===== src/common/arith_cfg.svh =====
// Constants for the engine variable arithmetic datapath.
// Assumes inclusion by bare name; holds definitions only.
`ifndef ARITH_CFG_SVH
`define ARITH_CFG_SVH

// ----------------------------------------------------------------
// Widths and counts
// ----------------------------------------------------------------
`define VAR_W 8
`define NUM_ENG 3
`define ENG_W 2
`define SEL_W 2
`define CNT_W 16
`define AXI_AW 12
`define AXI_DW 32
`define ADDR_LSB 2
`define ENG_LIMIT 2'h3

// ----------------------------------------------------------------
// Operand and target codes
// ----------------------------------------------------------------
`define TGT_A 2'h0
`define TGT_B 2'h1
`define TGT_C 2'h2
`define SEL_D 2'h3
`define FORM_IMM 1'h0
`define FORM_VAR 1'h1

// ----------------------------------------------------------------
// Register map (byte addresses); D sources sit at index times four
// ----------------------------------------------------------------
`define IDX_D_VAR 12'h03C
`define IDX_D_VAL 12'h042
`define ADDR_D_VAR (`IDX_D_VAR << `ADDR_LSB)
`define ADDR_D_VAL (`IDX_D_VAL << `ADDR_LSB)
`define ADDR_CTRL 12'h000
`define ADDR_STATUS 12'h004
`define ADDR_VAR_AB0 12'h010
`define ADDR_STRIDE 12'h004
`define ADDR_VAR_C 12'h020
`define ADDR_LAST 12'h024
`define ADDR_OP_CNT 12'h028

// ----------------------------------------------------------------
// Field positions, reset values and responses
// ----------------------------------------------------------------
`define CTRL_DSEL_BIT 0
`define CTRL_CLR_BIT 1
`define STAT_REJ_BIT 0
`define AB_B_LSB 8
`define LAST_TGT_LSB 8
`define LAST_ENG_LSB 10
`define RST_VAR 8'h00
`define RST_BIT 1'h0
`define RST_CNT 16'h0000
`define RESP_OKAY 2'h0
`define RESP_SLVERR 2'h2

`endif


===== src/common/arith_pkg.sv =====
// Types shared by the arithmetic datapath files.
// Assumes arith_cfg.svh is on the include path.
`include "arith_cfg.svh"

package arith_pkg;

   // One engine variable, wraps modulo 256
   typedef logic [`VAR_W-1:0] var_t;

   // Decoded instruction kind; the last value is refused
   typedef enum logic [1:0] {KIND_LOAD, KIND_ADD, KIND_SUB, KIND_NONE} op_kind_t;

endpackage : arith_pkg


===== src/common/alu_if.sv =====
// Carrier between the datapath core and its operand/ALU unit.
// Assumes both ends run on the same clock; the unit is combinational.
`include "arith_cfg.svh"

interface alu_if;
   import arith_pkg::*;

   op_kind_t kind;
   logic form;
   logic [`SEL_W-1:0] sel1;
   logic [`SEL_W-1:0] sel2;
   var_t imm;
   var_t tgt_val;
   var_t var_a;
   var_t var_b;
   var_t var_c;
   var_t var_d;
   var_t result;

   modport core (output kind, form, sel1, sel2, imm, tgt_val, var_a, var_b, var_c,
      var_d, input result);
   modport alu (input kind, form, sel1, sel2, imm, tgt_val, var_a, var_b, var_c,
      var_d, output result);

endinterface : alu_if


===== src/core/var_alu.sv =====
// Operand selection and modulo-256 add/subtract/load unit.
// Assumes the core drives all interface inputs from the same clock.
`include "arith_cfg.svh"

module var_alu
   import arith_pkg::*;
(
   alu_if.alu port
);

   // ----------------------------------------------------------------
   // Operand selection
   // ----------------------------------------------------------------
   function automatic var_t pick(input logic [`SEL_W-1:0] s, input var_t a,
      input var_t b, input var_t c, input var_t d);
      var_t v;
      v = d;
      if (s == `TGT_A) v = a;
      else if (s == `TGT_B) v = b;
      else if (s == `TGT_C) v = c;
      return v;
   endfunction : pick

   // Selected operands, codes 0..3 give A, B, C or the D source
   wire var_t op1 = pick(port.sel1, port.var_a, port.var_b, port.var_c, port.var_d);
   wire var_t op2 = pick(port.sel2, port.var_a, port.var_b, port.var_c, port.var_d);

   // Immediate form works on the target, variable form on the selections
   wire imm_form = (port.form == `FORM_IMM);
   wire var_t lhs = imm_form ? port.tgt_val : op1;
   wire var_t rhs = imm_form ? port.imm : op2;

   // ----------------------------------------------------------------
   // Arithmetic, eight bits wide so carry and borrow fall away
   // ----------------------------------------------------------------
   wire var_t sum = lhs + rhs;
   wire var_t diff = lhs - rhs;

   // Result by kind; load takes the immediate and replaces the target
   assign port.result = (port.kind == KIND_LOAD) ? port.imm :
      (port.kind == KIND_ADD) ? sum :
      (port.kind == KIND_SUB) ? diff : port.tgt_val;

endmodule : var_alu


===== src/core/engine_variable_arithmetic.sv =====
// Variable store and arithmetic datapath for the execution engines,
// with an AXI4-Lite register slave.
// Assumes the decoder drives op_* from aclk logic, one op per pulse.
//
// Our own choices: the AXI4-Lite interface to the registers and the register addresses.
`include "arith_cfg.svh"

// Notes on behaviour
// - each engine has A and B, C shared
// - load writes immediate, replacing old value
// - target code 0 A, 1 B, 2 C
// - immediate add: target plus operand into target
// - variable add: selection one plus two
// - addition wraps modulo 256, no carry
// - immediate subtract: target minus operand
// - variable subtract: selection one minus two
// - subtraction wraps modulo 256, no borrow
// - selector codes A, B, C, D source
module engine_variable_arithmetic
   import arith_pkg::*;
(
   input wire logic aclk,
   input wire logic aresetn,
   // Decoded instruction from the engine sequencer
   input wire logic op_valid,
   input wire logic [`ENG_W-1:0] op_engine,
   input wire logic [1:0] op_kind,
   input wire logic op_form,
   input wire logic [`SEL_W-1:0] op_target,
   input wire logic [`SEL_W-1:0] op_sel1,
   input wire logic [`SEL_W-1:0] op_sel2,
   input wire logic [`VAR_W-1:0] op_imm,
   output logic op_done,
   output logic op_reject,
   output logic [`VAR_W-1:0] op_result,
   output logic [`NUM_ENG*`VAR_W-1:0] var_a_out,
   output logic [`NUM_ENG*`VAR_W-1:0] var_b_out,
   output logic [`VAR_W-1:0] var_c_out,
   // AXI4-Lite slave
   input wire logic [`AXI_AW-1:0] s_axi_awaddr,
   input wire logic s_axi_awvalid,
   output logic s_axi_awready,
   input wire logic [`AXI_DW-1:0] s_axi_wdata,
   input wire logic [`AXI_DW/8-1:0] s_axi_wstrb,
   input wire logic s_axi_wvalid,
   output logic s_axi_wready,
   output logic [1:0] s_axi_bresp,
   output logic s_axi_bvalid,
   input wire logic s_axi_bready,
   input wire logic [`AXI_AW-1:0] s_axi_araddr,
   input wire logic s_axi_arvalid,
   output logic s_axi_arready,
   output logic [`AXI_DW-1:0] s_axi_rdata,
   output logic [1:0] s_axi_rresp,
   output logic s_axi_rvalid,
   input wire logic s_axi_rready
);

   // ----------------------------------------------------------------
   // Storage
   // ----------------------------------------------------------------
   var_t var_a_reg [`NUM_ENG];
   var_t var_b_reg [`NUM_ENG];
   var_t var_c_reg;
   var_t d_var_reg;
   var_t d_val_reg;
   logic dsel_reg;
   logic rej_reg;
   logic [`CNT_W-1:0] op_cnt_reg;
   var_t last_res_reg;
   logic [`SEL_W-1:0] last_tgt_reg;
   logic [`ENG_W-1:0] last_eng_reg;
   logic done_reg;
   logic reject_reg;

   // Bus side state
   logic aw_full_reg;
   logic w_full_reg;
   logic [`AXI_AW-1:0] aw_addr_reg;
   logic [`AXI_DW-1:0] w_data_reg;
   logic [`AXI_DW/8-1:0] w_strb_reg;
   logic awready_reg;
   logic wready_reg;
   logic bvalid_reg;
   logic [1:0] bresp_reg;
   logic arready_reg;
   logic rvalid_reg;
   logic [1:0] rresp_reg;
   logic [`AXI_DW-1:0] rdata_reg;

   // ----------------------------------------------------------------
   // Instruction checks
   // ----------------------------------------------------------------
   op_kind_t kind;
   assign kind = op_kind_t'(op_kind);

   // Only engines 0..2, targets A/B/C and known kinds are carried out
   wire eng_ok = (op_engine < `ENG_LIMIT);
   wire tgt_ok = (op_target != `SEL_D);
   wire kind_ok = (kind != KIND_NONE);
   wire accept = op_valid & eng_ok & tgt_ok & kind_ok;
   wire refuse = op_valid & ~accept;
   wire [`ENG_W-1:0] eng_idx = eng_ok ? op_engine : '0;

   // Locals of the issuing engine and the D source
   wire var_t cur_a = var_a_reg[eng_idx];
   wire var_t cur_b = var_b_reg[eng_idx];
   wire var_t cur_d = dsel_reg ? d_val_reg : d_var_reg;

   // Present value of the target variable
   wire var_t tgt_val = (op_target == `TGT_A) ? cur_a :
      (op_target == `TGT_B) ? cur_b : var_c_reg;

   // ----------------------------------------------------------------
   // Operand/ALU unit
   // ----------------------------------------------------------------
   alu_if alu_bus ();

   // Fields to the unit
   assign alu_bus.kind = kind;
   assign alu_bus.form = op_form;
   assign alu_bus.sel1 = op_sel1;
   assign alu_bus.sel2 = op_sel2;
   assign alu_bus.imm = op_imm;
   assign alu_bus.tgt_val = tgt_val;
   assign alu_bus.var_a = cur_a;
   assign alu_bus.var_b = cur_b;
   assign alu_bus.var_c = var_c_reg;
   assign alu_bus.var_d = cur_d;

   var_alu u_alu (
      .port(alu_bus.alu)
   );

   wire var_t result = alu_bus.result;

   // ----------------------------------------------------------------
   // Bus write decode
   // ----------------------------------------------------------------
   wire [`AXI_AW-1:0] wr_addr = {aw_addr_reg[`AXI_AW-1:`ADDR_LSB], `ADDR_LSB'(0)};
   logic [`NUM_ENG-1:0] ab_w_hit;
   wire wr_fire = aw_full_reg & w_full_reg & ~bvalid_reg;
   wire wr_lane0 = w_strb_reg[0];
   wire hit_w_ctrl = (wr_addr == `ADDR_CTRL);
   wire hit_w_stat = (wr_addr == `ADDR_STATUS);
   wire hit_w_dvar = (wr_addr == `ADDR_D_VAR);
   wire hit_w_dval = (wr_addr == `ADDR_D_VAL);
   wire hit_w_ro = (wr_addr == `ADDR_VAR_C) | (wr_addr == `ADDR_LAST) |
      (wr_addr == `ADDR_OP_CNT) | (|ab_w_hit);
   wire wr_ok = hit_w_ctrl | hit_w_stat | hit_w_dvar | hit_w_dval | hit_w_ro;
   wire wr_ctrl = wr_fire & hit_w_ctrl & wr_lane0;
   wire wr_stat = wr_fire & hit_w_stat & wr_lane0;
   wire wr_dvar = wr_fire & hit_w_dvar & wr_lane0;
   wire wr_dval = wr_fire & hit_w_dval & wr_lane0;

   // Self-clearing strobe that zeroes A, B and C, except a variable that an accepted op writes in the same cycle
   wire clr_vars = wr_ctrl & w_data_reg[`CTRL_CLR_BIT];
   // Write one clears the refused-op flag
   wire rej_clr = wr_stat & w_data_reg[`STAT_REJ_BIT];

   // ----------------------------------------------------------------
   // Bus read decode
   // ----------------------------------------------------------------
   wire [`AXI_AW-1:0] rd_addr = {s_axi_araddr[`AXI_AW-1:`ADDR_LSB], `ADDR_LSB'(0)};
   wire ar_take = s_axi_arvalid & arready_reg;
   logic [`NUM_ENG-1:0] ab_r_hit;
   logic [`AXI_DW-1:0] ab_or [`NUM_ENG+1];
   assign ab_or[0] = '0;

   // ----------------------------------------------------------------
   // Per-engine locals
   // ----------------------------------------------------------------
   genvar e;
   generate
      for (e = 0; e < `NUM_ENG; e++) begin : g_eng
         localparam logic [`AXI_AW-1:0] AB_ADDR = `AXI_AW'(`ADDR_VAR_AB0 + e * `ADDR_STRIDE);
         localparam logic [`ENG_W-1:0] ENG_ID = `ENG_W'(e);
         // Write enables for this engine's A and B
         wire we_a = accept & (eng_idx == ENG_ID) & (op_target == `TGT_A);
         wire we_b = accept & (eng_idx == ENG_ID) & (op_target == `TGT_B);
         wire var_t a_next = we_a ? result : (clr_vars ? `RST_VAR : var_a_reg[e]);
         wire var_t b_next = we_b ? result : (clr_vars ? `RST_VAR : var_b_reg[e]);
         // Read word: A low byte, B next byte
         wire [`AXI_DW-1:0] ab_word = {`AXI_DW'(var_b_reg[e]) << `AB_B_LSB} |
            `AXI_DW'(var_a_reg[e]);
         assign ab_w_hit[e] = (wr_addr == AB_ADDR);
         assign ab_r_hit[e] = (rd_addr == AB_ADDR);
         assign ab_or[e+1] = ab_or[e] | (ab_r_hit[e] ? ab_word : '0);
         assign var_a_out[e*`VAR_W +: `VAR_W] = var_a_reg[e];
         assign var_b_out[e*`VAR_W +: `VAR_W] = var_b_reg[e];

         // Local variable pair of one engine
         always_ff @(posedge aclk) begin
            if (!aresetn) begin
               var_a_reg[e] <= `RST_VAR;
               var_b_reg[e] <= `RST_VAR;
            end else begin
               var_a_reg[e] <= a_next;
               var_b_reg[e] <= b_next;
            end
         end
      end
   endgenerate

   // ----------------------------------------------------------------
   // Shared variable and op bookkeeping
   // ----------------------------------------------------------------
   wire we_c = accept & (op_target == `TGT_C);
   wire var_t c_next = we_c ? result : (clr_vars ? `RST_VAR : var_c_reg);
   wire rej_next = refuse | (rej_reg & ~rej_clr);
   wire [`CNT_W-1:0] cnt_next = accept ? op_cnt_reg + `CNT_W'(1) : op_cnt_reg;

   // Shared C, written by any engine
   always_ff @(posedge aclk) begin
      if (!aresetn) begin
         var_c_reg <= `RST_VAR;
      end else begin
         var_c_reg <= c_next;
      end
   end

   // Completion pulses and last result
   always_ff @(posedge aclk) begin
      if (!aresetn) begin
         done_reg <= `RST_BIT;
         reject_reg <= `RST_BIT;
         rej_reg <= `RST_BIT;
         op_cnt_reg <= `RST_CNT;
         last_res_reg <= `RST_VAR;
         last_tgt_reg <= '0;
         last_eng_reg <= '0;
      end else begin
         done_reg <= accept;
         reject_reg <= refuse;
         rej_reg <= rej_next; // Set wins over clear
         op_cnt_reg <= cnt_next;
         if (accept) begin
            last_res_reg <= result;
            last_tgt_reg <= op_target;
            last_eng_reg <= op_engine;
         end
      end
   end

   // ----------------------------------------------------------------
   // Software registers
   // ----------------------------------------------------------------
   // D sources and the select between them
   always_ff @(posedge aclk) begin
      if (!aresetn) begin
         d_var_reg <= `RST_VAR;
         d_val_reg <= `RST_VAR;
         dsel_reg <= `RST_BIT;
      end else begin
         if (wr_dvar) d_var_reg <= w_data_reg[`VAR_W-1:0];
         if (wr_dval) d_val_reg <= w_data_reg[`VAR_W-1:0];
         if (wr_ctrl) dsel_reg <= w_data_reg[`CTRL_DSEL_BIT];
      end
   end

   // ----------------------------------------------------------------
   // Write channels
   // ----------------------------------------------------------------
   wire aw_take = s_axi_awvalid & awready_reg;
   wire w_take = s_axi_wvalid & wready_reg;
   wire b_done = bvalid_reg & s_axi_bready;
   wire aw_full_next = aw_take | (aw_full_reg & ~wr_fire);
   wire w_full_next = w_take | (w_full_reg & ~wr_fire);
   wire bvalid_next = wr_fire | (bvalid_reg & ~b_done);
   // One write at a time: ready again only once the response is gone
   wire awready_next = ~aw_full_next & ~bvalid_next;
   wire wready_next = ~w_full_next & ~bvalid_next;

   // Address and data capture, either order
   always_ff @(posedge aclk) begin
      if (!aresetn) begin
         aw_full_reg <= `RST_BIT;
         w_full_reg <= `RST_BIT;
         aw_addr_reg <= '0;
         w_data_reg <= '0;
         w_strb_reg <= '0;
      end else begin
         aw_full_reg <= aw_full_next;
         w_full_reg <= w_full_next;
         if (aw_take) aw_addr_reg <= s_axi_awaddr;
         if (w_take) w_data_reg <= s_axi_wdata;
         if (w_take) w_strb_reg <= s_axi_wstrb;
      end
   end

   // Handshake flags and write response
   always_ff @(posedge aclk) begin
      if (!aresetn) begin
         awready_reg <= `RST_BIT;
         wready_reg <= `RST_BIT;
         bvalid_reg <= `RST_BIT;
         bresp_reg <= `RESP_OKAY;
      end else begin
         awready_reg <= awready_next;
         wready_reg <= wready_next;
         bvalid_reg <= bvalid_next;
         if (wr_fire) bresp_reg <= wr_ok ? `RESP_OKAY : `RESP_SLVERR;
      end
   end

   // ----------------------------------------------------------------
   // Read channel
   // ----------------------------------------------------------------
   wire [`AXI_DW-1:0] word_ctrl = `AXI_DW'(dsel_reg) << `CTRL_DSEL_BIT;
   wire [`AXI_DW-1:0] word_stat = `AXI_DW'(rej_reg) << `STAT_REJ_BIT;
   wire [`AXI_DW-1:0] word_last = (`AXI_DW'(last_eng_reg) << `LAST_ENG_LSB) |
      (`AXI_DW'(last_tgt_reg) << `LAST_TGT_LSB) | `AXI_DW'(last_res_reg);
   wire hit_r_ctrl = (rd_addr == `ADDR_CTRL);
   wire hit_r_stat = (rd_addr == `ADDR_STATUS);
   wire hit_r_dvar = (rd_addr == `ADDR_D_VAR);
   wire hit_r_dval = (rd_addr == `ADDR_D_VAL);
   wire hit_r_c = (rd_addr == `ADDR_VAR_C);
   wire hit_r_last = (rd_addr == `ADDR_LAST);
   wire hit_r_cnt = (rd_addr == `ADDR_OP_CNT);
   wire rd_ok = hit_r_ctrl | hit_r_stat | hit_r_dvar | hit_r_dval | hit_r_c |
      hit_r_last | hit_r_cnt | (|ab_r_hit);

   // Read data selection; unmapped words read zero
   wire [`AXI_DW-1:0] rd_word = ab_or[`NUM_ENG] |
      (hit_r_ctrl ? word_ctrl : '0) |
      (hit_r_stat ? word_stat : '0) |
      (hit_r_dvar ? `AXI_DW'(d_var_reg) : '0) |
      (hit_r_dval ? `AXI_DW'(d_val_reg) : '0) |
      (hit_r_c ? `AXI_DW'(var_c_reg) : '0) |
      (hit_r_last ? word_last : '0) |
      (hit_r_cnt ? `AXI_DW'(op_cnt_reg) : '0);

   wire r_done = rvalid_reg & s_axi_rready;
   wire rvalid_next = ar_take | (rvalid_reg & ~r_done);

   // Read address accept and data return
   always_ff @(posedge aclk) begin
      if (!aresetn) begin
         arready_reg <= `RST_BIT;
         rvalid_reg <= `RST_BIT;
         rresp_reg <= `RESP_OKAY;
         rdata_reg <= '0;
      end else begin
         arready_reg <= ~rvalid_next;
         rvalid_reg <= rvalid_next;
         if (ar_take) rdata_reg <= rd_word;
         if (ar_take) rresp_reg <= rd_ok ? `RESP_OKAY : `RESP_SLVERR;
      end
   end

   // ----------------------------------------------------------------
   // Outputs
   // ----------------------------------------------------------------
   assign op_done = done_reg;
   assign op_reject = reject_reg;
   assign op_result = last_res_reg;
   assign var_c_out = var_c_reg;
   assign s_axi_awready = awready_reg;
   assign s_axi_wready = wready_reg;
   assign s_axi_bvalid = bvalid_reg;
   assign s_axi_bresp = bresp_reg;
   assign s_axi_arready = arready_reg;
   assign s_axi_rvalid = rvalid_reg;
   assign s_axi_rresp = rresp_reg;
   assign s_axi_rdata = rdata_reg;

endmodule : engine_variable_arithmetic


===== config.mk =====
export PLATFORM = sky130hd
export DESIGN_NAME = engine_variable_arithmetic
export DESIGN_NICKNAME = d
export VERILOG_FILES = /design/src/common/arith_pkg.sv /design/src/common/alu_if.sv /design/src/core/var_alu.sv /design/src/core/engine_variable_arithmetic.sv
export VERILOG_INCLUDE_DIRS = /design/src /design/src/common
export SDC_FILE = /design/constraint.sdc
export NUM_CORES = 1
export LEC_CHECK = 0
export ABC_AREA = 1
export BUFFER_PORTS_ARGS = -buffer_cell sky130_fd_sc_hd__buf_2
export CELL_PAD_IN_SITES_DETAIL_PLACEMENT = 1
export CELL_PAD_IN_SITES_GLOBAL_PLACEMENT = 2
export CORE_UTILIZATION = 31
export CTS_BUF_LIST = sky130_fd_sc_hd__clkbuf_16
export DETAILED_ROUTE_END_ITERATION = 10
export GPL_ROUTABILITY_DRIVEN = 0
export PLACE_DENSITY_LB_ADDON = 0.1
export SYNTH_ARGS = -nofsm -noshare
export SYNTH_HDL_FRONTEND = slang
export SYNTH_SLANG_ARGS = --single-unit

===== constraint.sdc =====
create_clock -name aclk -period 5.9 [get_ports aclk]
set_clock_uncertainty 0.1 [all_clocks]
set_input_delay 0.295 -clock aclk [delete_from_list [all_inputs] [get_ports aclk]]
set_output_delay 0.295 -clock aclk [all_outputs]
set_load 0.02 [all_outputs]

# --- After elaboration in Yosys (flattened, before gate mapping) ---
# Memories as Yosys holds them, arrays and structs flattened.
# Cells that the tools add are included.
word_totals:
  regBits: 120
  ram_bits: 48
  in_bits: 87
  output_inout_bits: 107
  elab_cells: 206
  mem_count: 2
mem_list:
  columns: ["name", "words", "width", "read_ports", "rd_clocked_by_memory_dff", "wr", "line", "rtl"]
  rows:
  - ["var_a_reg", 3, 8, 4, 0, 3, "engine_variable_arithmetic.sv:62", "var_t var_a_reg [`NUM_ENG];"]
  - ["var_b_reg", 3, 8, 4, 0, 3, "engine_variable_arithmetic.sv:63", "var_t var_b_reg [`NUM_ENG];"]
classes:
  n_addsub: 3
  magnitude_cmp: 1
  n_eq_ne: 30
  mux: 49
  bitwise: 87
  n_reduce_logical: 10
op_table:
  columns: ["cell", "count"]
  rows:
  - ["$mux W8", 37]
  - ["$or A16 B8 Y16", 6]
  - ["$mux W16", 4]
  - ["$eq A10 B3 Y1 const B", 6]
  - ["$eq A10 B4 Y1 const B", 6]
  - ["$or A16 B16 Y16", 3]
  - ["$and A1 B1 Y1", 38]
  - ["$or A16 B1 Y16", 2]
  - ["$or A1 B1 Y1", 25]
  - ["$logic_not A12 Y1", 2]
  - ["$eq A10 B1 Y1 const B", 2]
  - ["$eq A10 B6 Y1 const B", 2]
  - ["$eq A10 B7 Y1 const B", 2]
  - ["$add A16 B1 Y16 const B", 1]
  - ["$or A16 B12 Y16", 1]
  - ["$mux W12", 1]
  - ["$or A12 B10 Y12", 1]
  - ["$or A12 B8 Y12", 1]
  - ["$eq A2 B1 Y1 const B", 5]
  - ["$eq A2 B2 Y1 const B", 5]
  - ["$logic_not A2 Y1", 5]
  - ["$not A1 Y1", 10]
  - ["$add A8 B8 Y8", 1]
  - ["$sub A8 B8 Y8", 1]
  - ["other kinds (6)", 13]

# --- Depth between registers and ports, before layout ---
# Gate-level depths: netlist (run 1).
# An unclocked memory read counts as a cell.
depth:
  depth_word: 12
  ltp_mapped: 27
  mapped_depth_nobuf: 25

# --- By module ---
# From an unflattened synthesis (run 1), not the netlist that was laid out.
unflattened:
  cells_unflattened: 1448
  hier_area_um2: 9207.6
by_module_without_submodules:
  columns: ["mod", "instances", "cells_per_inst", "area_per_inst_um2", "seq_area_each_um2"]
  rows:
  - ["engine_variable_arithmetic", 1, 1143, 7628.6, 2962.8]
  - ["var_alu", 1, 305, 1579.0, 0.0]

# --- Worst setup path after synthesis (run 1) ---
# OpenSTA, ideal clock, no wires.
synth_path:
  kind: "input to register"
  from: "in op_engine[1]"
  to: "mem var_a_reg[2][6] (netlist bit)"
  setup_ps: 70
  arrival_ps: 3309
  t_required_ps: 5730
  slack_ps: 2421
  path_stages: 23
  n_path_buf: 2
  cell_sequence: "inv_1 > ha_1 > inv_1 > buf_2 > buf_2 > o21ai_0 > and2_1 > inv_1 > nor2_1 > o311ai_0 > o21ai_0 > fa_1 > o31ai_1 > a21oi_1 > nor2_1 > nor2_1 > xor2_1 > nand2_1 > nand3_1 > nand2_1 > inv_2 > nand2_1 > a21oi_1"
synth_rtl:
  columns: ["element", "line", "rtl"]
  rows:
  - ["start: declaration", "engine_variable_arithmetic.sv:26", "input wire logic [`ENG_W-1:0] op_engine,"]
  - ["end: declaration", "engine_variable_arithmetic.sv:62", null]

==> out/qor.yml, run 1 <==
status:
  status: "completed"
floorplanning:
  die_h_um: 167
  fp-row-count: 60
  die_w_um: 167
  core-area_um2: 26900
  design.portCount: 194
  initial_core_util_pct: 31.5
  die_area_um2: 27900
cts:
  cts_resized: 0
  clk_latency_ns: 0.45
  path_clk_slew_ns: 0.08
  cts_max_level: 4
  clock_sinks: 148
  clock_path_buffers: 2
  cts_buffers: 17
  ctsRootBufferMaster: "clkbuf_16"
  post_cts_buffers: 0
  cts_tree: "done"
placement:
  port_buffers: 144
  hpwl_um: 27300
  dp.cells: 1712
worst_setup_path:
  slowest_delay_ns: 0.54
  critPathRequiredTime_ns: 6.16
  crit_fanout: 20
  crit_chain: "buf_2 -> inv_1 -> ha_1 -> buf_4 -> inv_1 -> o21ai_0 -> and2_1 -> inv_1 -> nor2_1 -> o311ai_0 -> o21ai_0 -> fa_1 -> o31ai_1 -> a21oi_1 -> nor2_1 -> nor2_1 -> xor2_1 -> nand2_1 -> nand3_1 -> nand2_1 -> inv_2 -> nand2_1 -> a21oi_1"
  worst_setup_path_start_kind: "input port"
  worstSetupPathDepth: 23
  worst_ep_arrival_time_ns: 4.65
  cpLargestDelayFamily: "compound AO/OA/AOI/OAI gates"
  reg2reg_depth: 16
  crit_type: "in2reg"
  crit_buf_inv: 6
  end_kind: "flip-flop"
  cpMaxStageDelayCell: "fa_1"
drt:
  vias: 9078
  drtAntennaViolNets: 0
  drc: 0
  routedWlPerCell_um: 20.6
  dr.pass1.iters: 7
  viasPerCell: 5.19
  routed_wl_um: 36000
  drt-initial-drc-count: 668
yosys:
  synth-edff-count: 0
  synth_ff_type: "dfxtp_1"
  synth_async_sr_flop_share_pct: 0
  yosys_warnings: 0
  synth_area_um2: 8460
  synth.avg_cell_area_um2: 6.68
  synth.lib_cells_used.distinct: 51
  synth_seq_cells: 148
  ys_seq_area_share_pct: 35.0
  syn-instance-count: 1266
min_path:
  min_path_type: "in2reg"
  hold_depth: 3
power:
  leakage_nw: 4.29
  powerDensity_nw_per_um2: 269
  p_int_w: 0.00175
  p_sw_share_pct: 35.1
  vdd_drop_max_mv: 0.169
  p_sw_w: 0.000948
  p_comb_share_pct: 18.1
  power_frac_clock_pct: 42.3
  seqPwrFrac_pct: 39.5
cells_and_area:
  final_cell_mix: "nand2_1, a21oi_1, inv_1"
  layout_commonest_cell: "nand2_1"
  stdcell_count: 1748
  register_area_um2: 2960
  drive_above_1_share_pct: 16.3
  fill_cells: 3515
  multi_input_area_um2: 4590
  area_growth_pct: 18.8
  finalNetCount: 1501
  antenna_cells: 0
timing:
  period_share_pct: 74.5
  slew_headroom_pct: 20.2
  hold_viol: 0
  fin_crit_ns: 4.39
  rsz0062_at_grt: "false"
  tns_ns: 0
  setup_viol: 0
  drv_slew: 0
  tightestPinTransition_ns: 1.19
  fmax_ghz: 0.228
global_routing:
  track_usage_pct: 25.9
  antenna_found_initial: 0
  grt_pass1_wl_um: 54200
  first_global_vias: 8808
  grt.overflow.total: 0
  grt_max_degree: 75
run:
  maxCapViolations: 0
per-layer routing:
layer	wire, um	vias to the layer above	GRT usage [%]
li1	-	4457	-
met4	820	0	7.90
met2	16400	225	41.5
met5	0	-	0
met1	17400	4370	36.2
met3	1300	26	3.14
synthesized netlist by cell type, drive strengths merged, types with 5 or more instances:
library cell  instances  share of area, %
inv                 166               7.4
nand2               253                12
a221oi               21               2.2
o22ai                22               1.6
nor4                  6              0.44
nor3                 21               1.7
nand3                52               3.6
o21ai               121               7.2
o211ai               10              0.89
clkbuf               36               1.6
or2                   5              0.40
nor2                139               6.4
a211oi                5              0.44
dfxtp               148                35
buf                  29               2.4
ha                   18               2.7
a21oi               163               9.6
nand4                12              0.96
a22oi                 8              0.71
o221ai                5              0.52
cells by family (layout without fill, tap and decap cells):
kind of cell,after synthesis,count (layout),synth area share [%]
other,1,18,0.0443
XOR/XNOR,2,2,0.207
AND/OR/NAND/NOR,491,491,25.4
flip-flops,148,148,35.0
buffers and inverters,233,357,11.5
AO/OA/AOI/OAI,371,371,24.7
adder cells (fa/ha/maj),20,20,3.14
worst paths after layout:
path	start	end	slack [ns]
worst max register to register	dsel_reg	var_a_reg[1][6]	1.72
worst min-delay path	s_axi_awaddr[6]	aw_addr_reg[6]	0.008
worst min register to register	w_strb_reg[0]	w_strb_reg[0]	0.36
worst max-delay path	op_engine[1]	var_a_reg[1][6]	1.51
cell type report:
class	instances	area share (%)
clock inverter	15	1.87
sequential	148	29.5
clock buffer	17	4.23
multi-input combinational	902	45.6
timing repair buffer	157	8.24
tap	341	4.25
inverter	168	6.28
per-stage QoR:
stage | util, % | hold WS [ns] | cell area, um2 | worst slack [ns] | power (W)
finish | 37.4 | 0.00793 | 10000 | 1.51 | 0.00270
global route | 37.4 | 0.0157 | 10000 | 1.24 | 0.00282
CTS | 37.4 | 0.000447 | 10000 | 1.57 | 0.00272
detailed placement | 35.0 | 0.354 | 9400 | 1.16 | 0.00158
global placement | 35.0 | 0.343 | 9400 | 1.17 | 0.00157
floorplan | - | 0.330 | 8520 | 2.42 | 0.00140
power by group through the flow:
stage | Sequential [W] | Combinational, W | Clock (W)
2_1_floorplan | 0.00110 | 0.000299 | 0
3_3_place_gp | 0.00109 | 0.000480 | 0
3_5_place_dp | 0.00109 | 0.000485 | 0
4_1_cts | 0.00107 | 0.000490 | 0.00116
5_1_grt | 0.00107 | 0.000540 | 0.00121
6_report | 0.00107 | 0.000490 | 0.00114
worst reg2reg max path, delay by kind of cell, from the launching register on:
kind                       cells  cell delay, ns
AOI/OAI and AO/OA              7            2.07
and+or+nand+nor                6            0.56
adders and majority gates      1            0.54
DFF                            1            0.48
buffers and inverters          1            0.22
xor gates and xnor gates       1            0.13
what timing repair did:
action,CTS,global route
hold buffers,4,0
endpoints found under the hold margin,4,0
setup endpoints to repair,0,0
Note: power is estimated with default switching activity, not from simulation.
==> run 2: changes to the inputs <==
CORE_UTILIZATION = 29   (was 31)
clock period = 4.25 ns   (was 5.9 ns; I/O delays follow)
==> run 2 against run 1 <==
  * The run now ends with design-rule violations, negative hold slack left
  * Sequential power is 38% higher
  * Clock power is 44% higher
  * Count of clock-buffer cells in the layout stayed put
  * Die area is 6.8% higher
  * Combinational power is 53% higher
  * Critical path depth is 1 lower
  * Global-route usage is 1.2 points lower
==> out/qor.yml, run 2 (same netlist as run 1, synthesis figures left out) <==
status:
  status: "finished with violations"  # was completed
  failed_checks: "design-rule violations, negative hold slack"
drt:
  routedWlPerCell_um: 19.8  # was 20.6 um
  viasPerCell: 5.01  # was 5.19
  routed_wl_um: 36700  # was 36000 um
  dr.pass1.iters: 8  # was 7
  drt-initial-drc-count: 594  # was 668
  drc: 1  # was 0
  drtAntennaViolNets: 0  # unchanged
  vias: 9260  # was 9078
cts:
  cts_resized: 0  # unchanged
  post_cts_buffers: 0  # unchanged
  path_clk_slew_ns: 0.07  # was 0.08 ns
  cts_buffers: 17  # unchanged
  cts_hold_buf: 20  # was 4
  clock_path_buffers: 2  # unchanged
  clock_sinks: 148  # unchanged
  cts_tree: "done"  # unchanged
  clk_latency_ns: 0.44  # was 0.45 ns
  cts_max_level: 4  # unchanged
  ctsRootBufferMaster: "clkbuf_16"  # unchanged
global_routing:
  grt_max_degree: 74  # was 75
  grt_pass1_wl_um: 55700  # was 54200 um
  antenna_found_initial: 0  # unchanged
  first_global_vias: 9017  # was 8808
  track_usage_pct: 24.7  # was 25.9%
  grt.overflow.total: 0  # unchanged
placement:
  port_buffers: 144  # unchanged
  dpl_cell_area_um2: 9770  # was 9400 um2
  hpwl_um: 28500  # was 27300 um
  dp.cells: 1796  # was 1712
timing:
  tns_ns: 0  # unchanged
  drv_slew: 0  # unchanged
  hold_slack_ns: -0.00590  # was 0.00793 ns
  period_share_pct: 88.2
  rsz0062_at_grt: "false"  # unchanged
  hold_viol: 1  # was 0
  slew_headroom_pct: 38.8  # was 20.2%
  fin_crit_ns: 3.75
  tightestPinTransition_ns: 0.908  # was 1.19 ns
  setup_viol: 0  # unchanged
  fmax_ghz: 0.267
cells_and_area:
  fin_area_um2: 10600  # was 10000 um2
  finalNetCount: 1558  # was 1501
  drive_above_1_share_pct: 18.4  # was 16.3%
  area_growth_pct: 25.4  # was 18.8%
  layout_commonest_cell: "nand2_1"  # unchanged
  final_cell_mix: "nand2_1, a21oi_1, inv_1"  # unchanged
  antenna_cells: 0  # unchanged
  fill_cells: 3711  # was 3515
  stdcell_count: 1848  # was 1748
worst_setup_path:
  worst_setup_path_start_kind: "input port"  # unchanged
  cpMaxStageDelayCell: "o21ai_0"  # was fa_1
  worst_ep_arrival_time_ns: 4.00  # was 4.65 ns
  crit_fanout: 7  # was 20
  cpLargestDelayFamily: "compound AO/OA/AOI/OAI gates"  # unchanged
  crit_buf_inv: 5  # was 6
  critPathRequiredTime_ns: 4.51  # was 6.16 ns
  end_kind: "flip-flop"  # unchanged
  crit_type: "in2reg"  # unchanged
  slowest_delay_ns: 0.68  # was 0.54 ns
  worst_path_most_repeated_cell: "o21ai_0"
  crit_chain: "buf_2 -> inv_1 -> ha_1 -> inv_2 -> buf_4 -> o21ai_0 -> o21ai_0 -> o21ai_0 -> ha_1 -> o21ai_0 -> a21oi_1 -> nor2_1 -> nor2_1 -> nor2_1 -> nor2_1 -> a21oi_1 -> o21ai_0 -> nand3_1 -> nand2_1 -> inv_2 -> nand2_1 -> a21oi_1"  # was buf_2 -> inv_1 -> ha_1 -> buf_4 -> inv_1 -> o21ai_0 -> and2_1 -> inv_1 -> nor2_1 -> o311ai_0 -> o21ai_0 -> fa_1 -> o31ai_1 -> a21oi_1 -> nor2_1 -> nor2_1 -> xor2_1 -> nand2_1 -> nand3_1 -> nand2_1 -> inv_2 -> nand2_1 -> a21oi_1
floorplanning:
  die_h_um: 173  # was 167 um
  fp-row-count: 62  # was 60
  core-area_um2: 28700  # was 26900 um2
  die_w_um: 173  # was 167 um
  initial_core_util_pct: 29.5  # was 31.5%
  design.portCount: 194  # unchanged
  die_area_um2: 29800  # was 27900 um2
power:
  leakage_nw: 4.56  # was 4.29 nW
  vdd_drop_max_mv: 0.190  # was 0.169 mV
  powerDensity_nw_per_um2: 365  # was 269 nW/um2
min_path:
  min_path_type: "in2reg"  # unchanged
run:
  maxCapViolations: 0  # unchanged
[run 2: path summary, 6_finish.rpt]
check	startpoint	to	slack, ns	depth (start not counted)
min reg2reg	w_strb_reg[0]	w_strb_reg[0]	0.36	2
max reg2reg	var_b_reg[2][2]	var_b_reg[1][6]	0.52	18
min	s_axi_wdata[1]	w_data_reg[1]	-0.006	3
max	op_engine[0]	var_b_reg[1][6]	0.50	22
[run 2: per-stage QoR]
| step | hold WS [ns] | setup WS (ns) | power (W) | utilization, % |
|---|---|---|---|---|
| floorplan | 0.251 | 0.853 | 0.00195 | - |
| finish | -0.00590 | 0.504 | 0.00387 | 36.9 |
| global placement | 0.342 | 0.287 | 0.00224 | 34.0 |
| CTS | 0.00168 | 0.547 | 0.00391 | 36.9 |
| global route | 0.00131 | 0.104 | 0.00405 | 36.9 |
| detailed placement | 0.348 | 0.152 | 0.00225 | 34.0 |
[run 2: final cells by class]
cell class | count | area [um2] | area share [%]
multi-input combinational | 902 | 4590 | 43.3
sequential | 148 | 2960 | 27.9
inverter | 168 | 631 | 5.95
clock buffer | 17 | 425 | 4.01
tap | 384 | 480 | 4.53
timing repair buffer | 214 | 1310 | 12.3
clock inverter | 15 | 209 | 1.97
[run 2: routing by layer]
metal  GRT usage [%]  vias up  wire length (um)
li1                -     4579                 -
met1            34.2     4419             17600
met2            39.0      226             16500
met3            4.18       36              1640
met4            7.52        0               911
met5               0        -                 0
[run 2: worst min-delay path: cells and delay by family]
kind | cells | cell delay (ns)
AND/OR/NAND/NOR | 1 | 0.10
buffers and inverters | 1 | 0.08
AO/OA/AOI/OAI | 1 | 0.09
[run 2: report_power, final]
| part | internal, W | switching [W] | total (W) |
|---|---|---|---|
| sequential | 0.00144 | 0.0000441 | 0.00148 |
| clock | 0.000904 | 0.000738 | 0.00164 |
| combinational | 0.000250 | 0.000501 | 0.000751 |
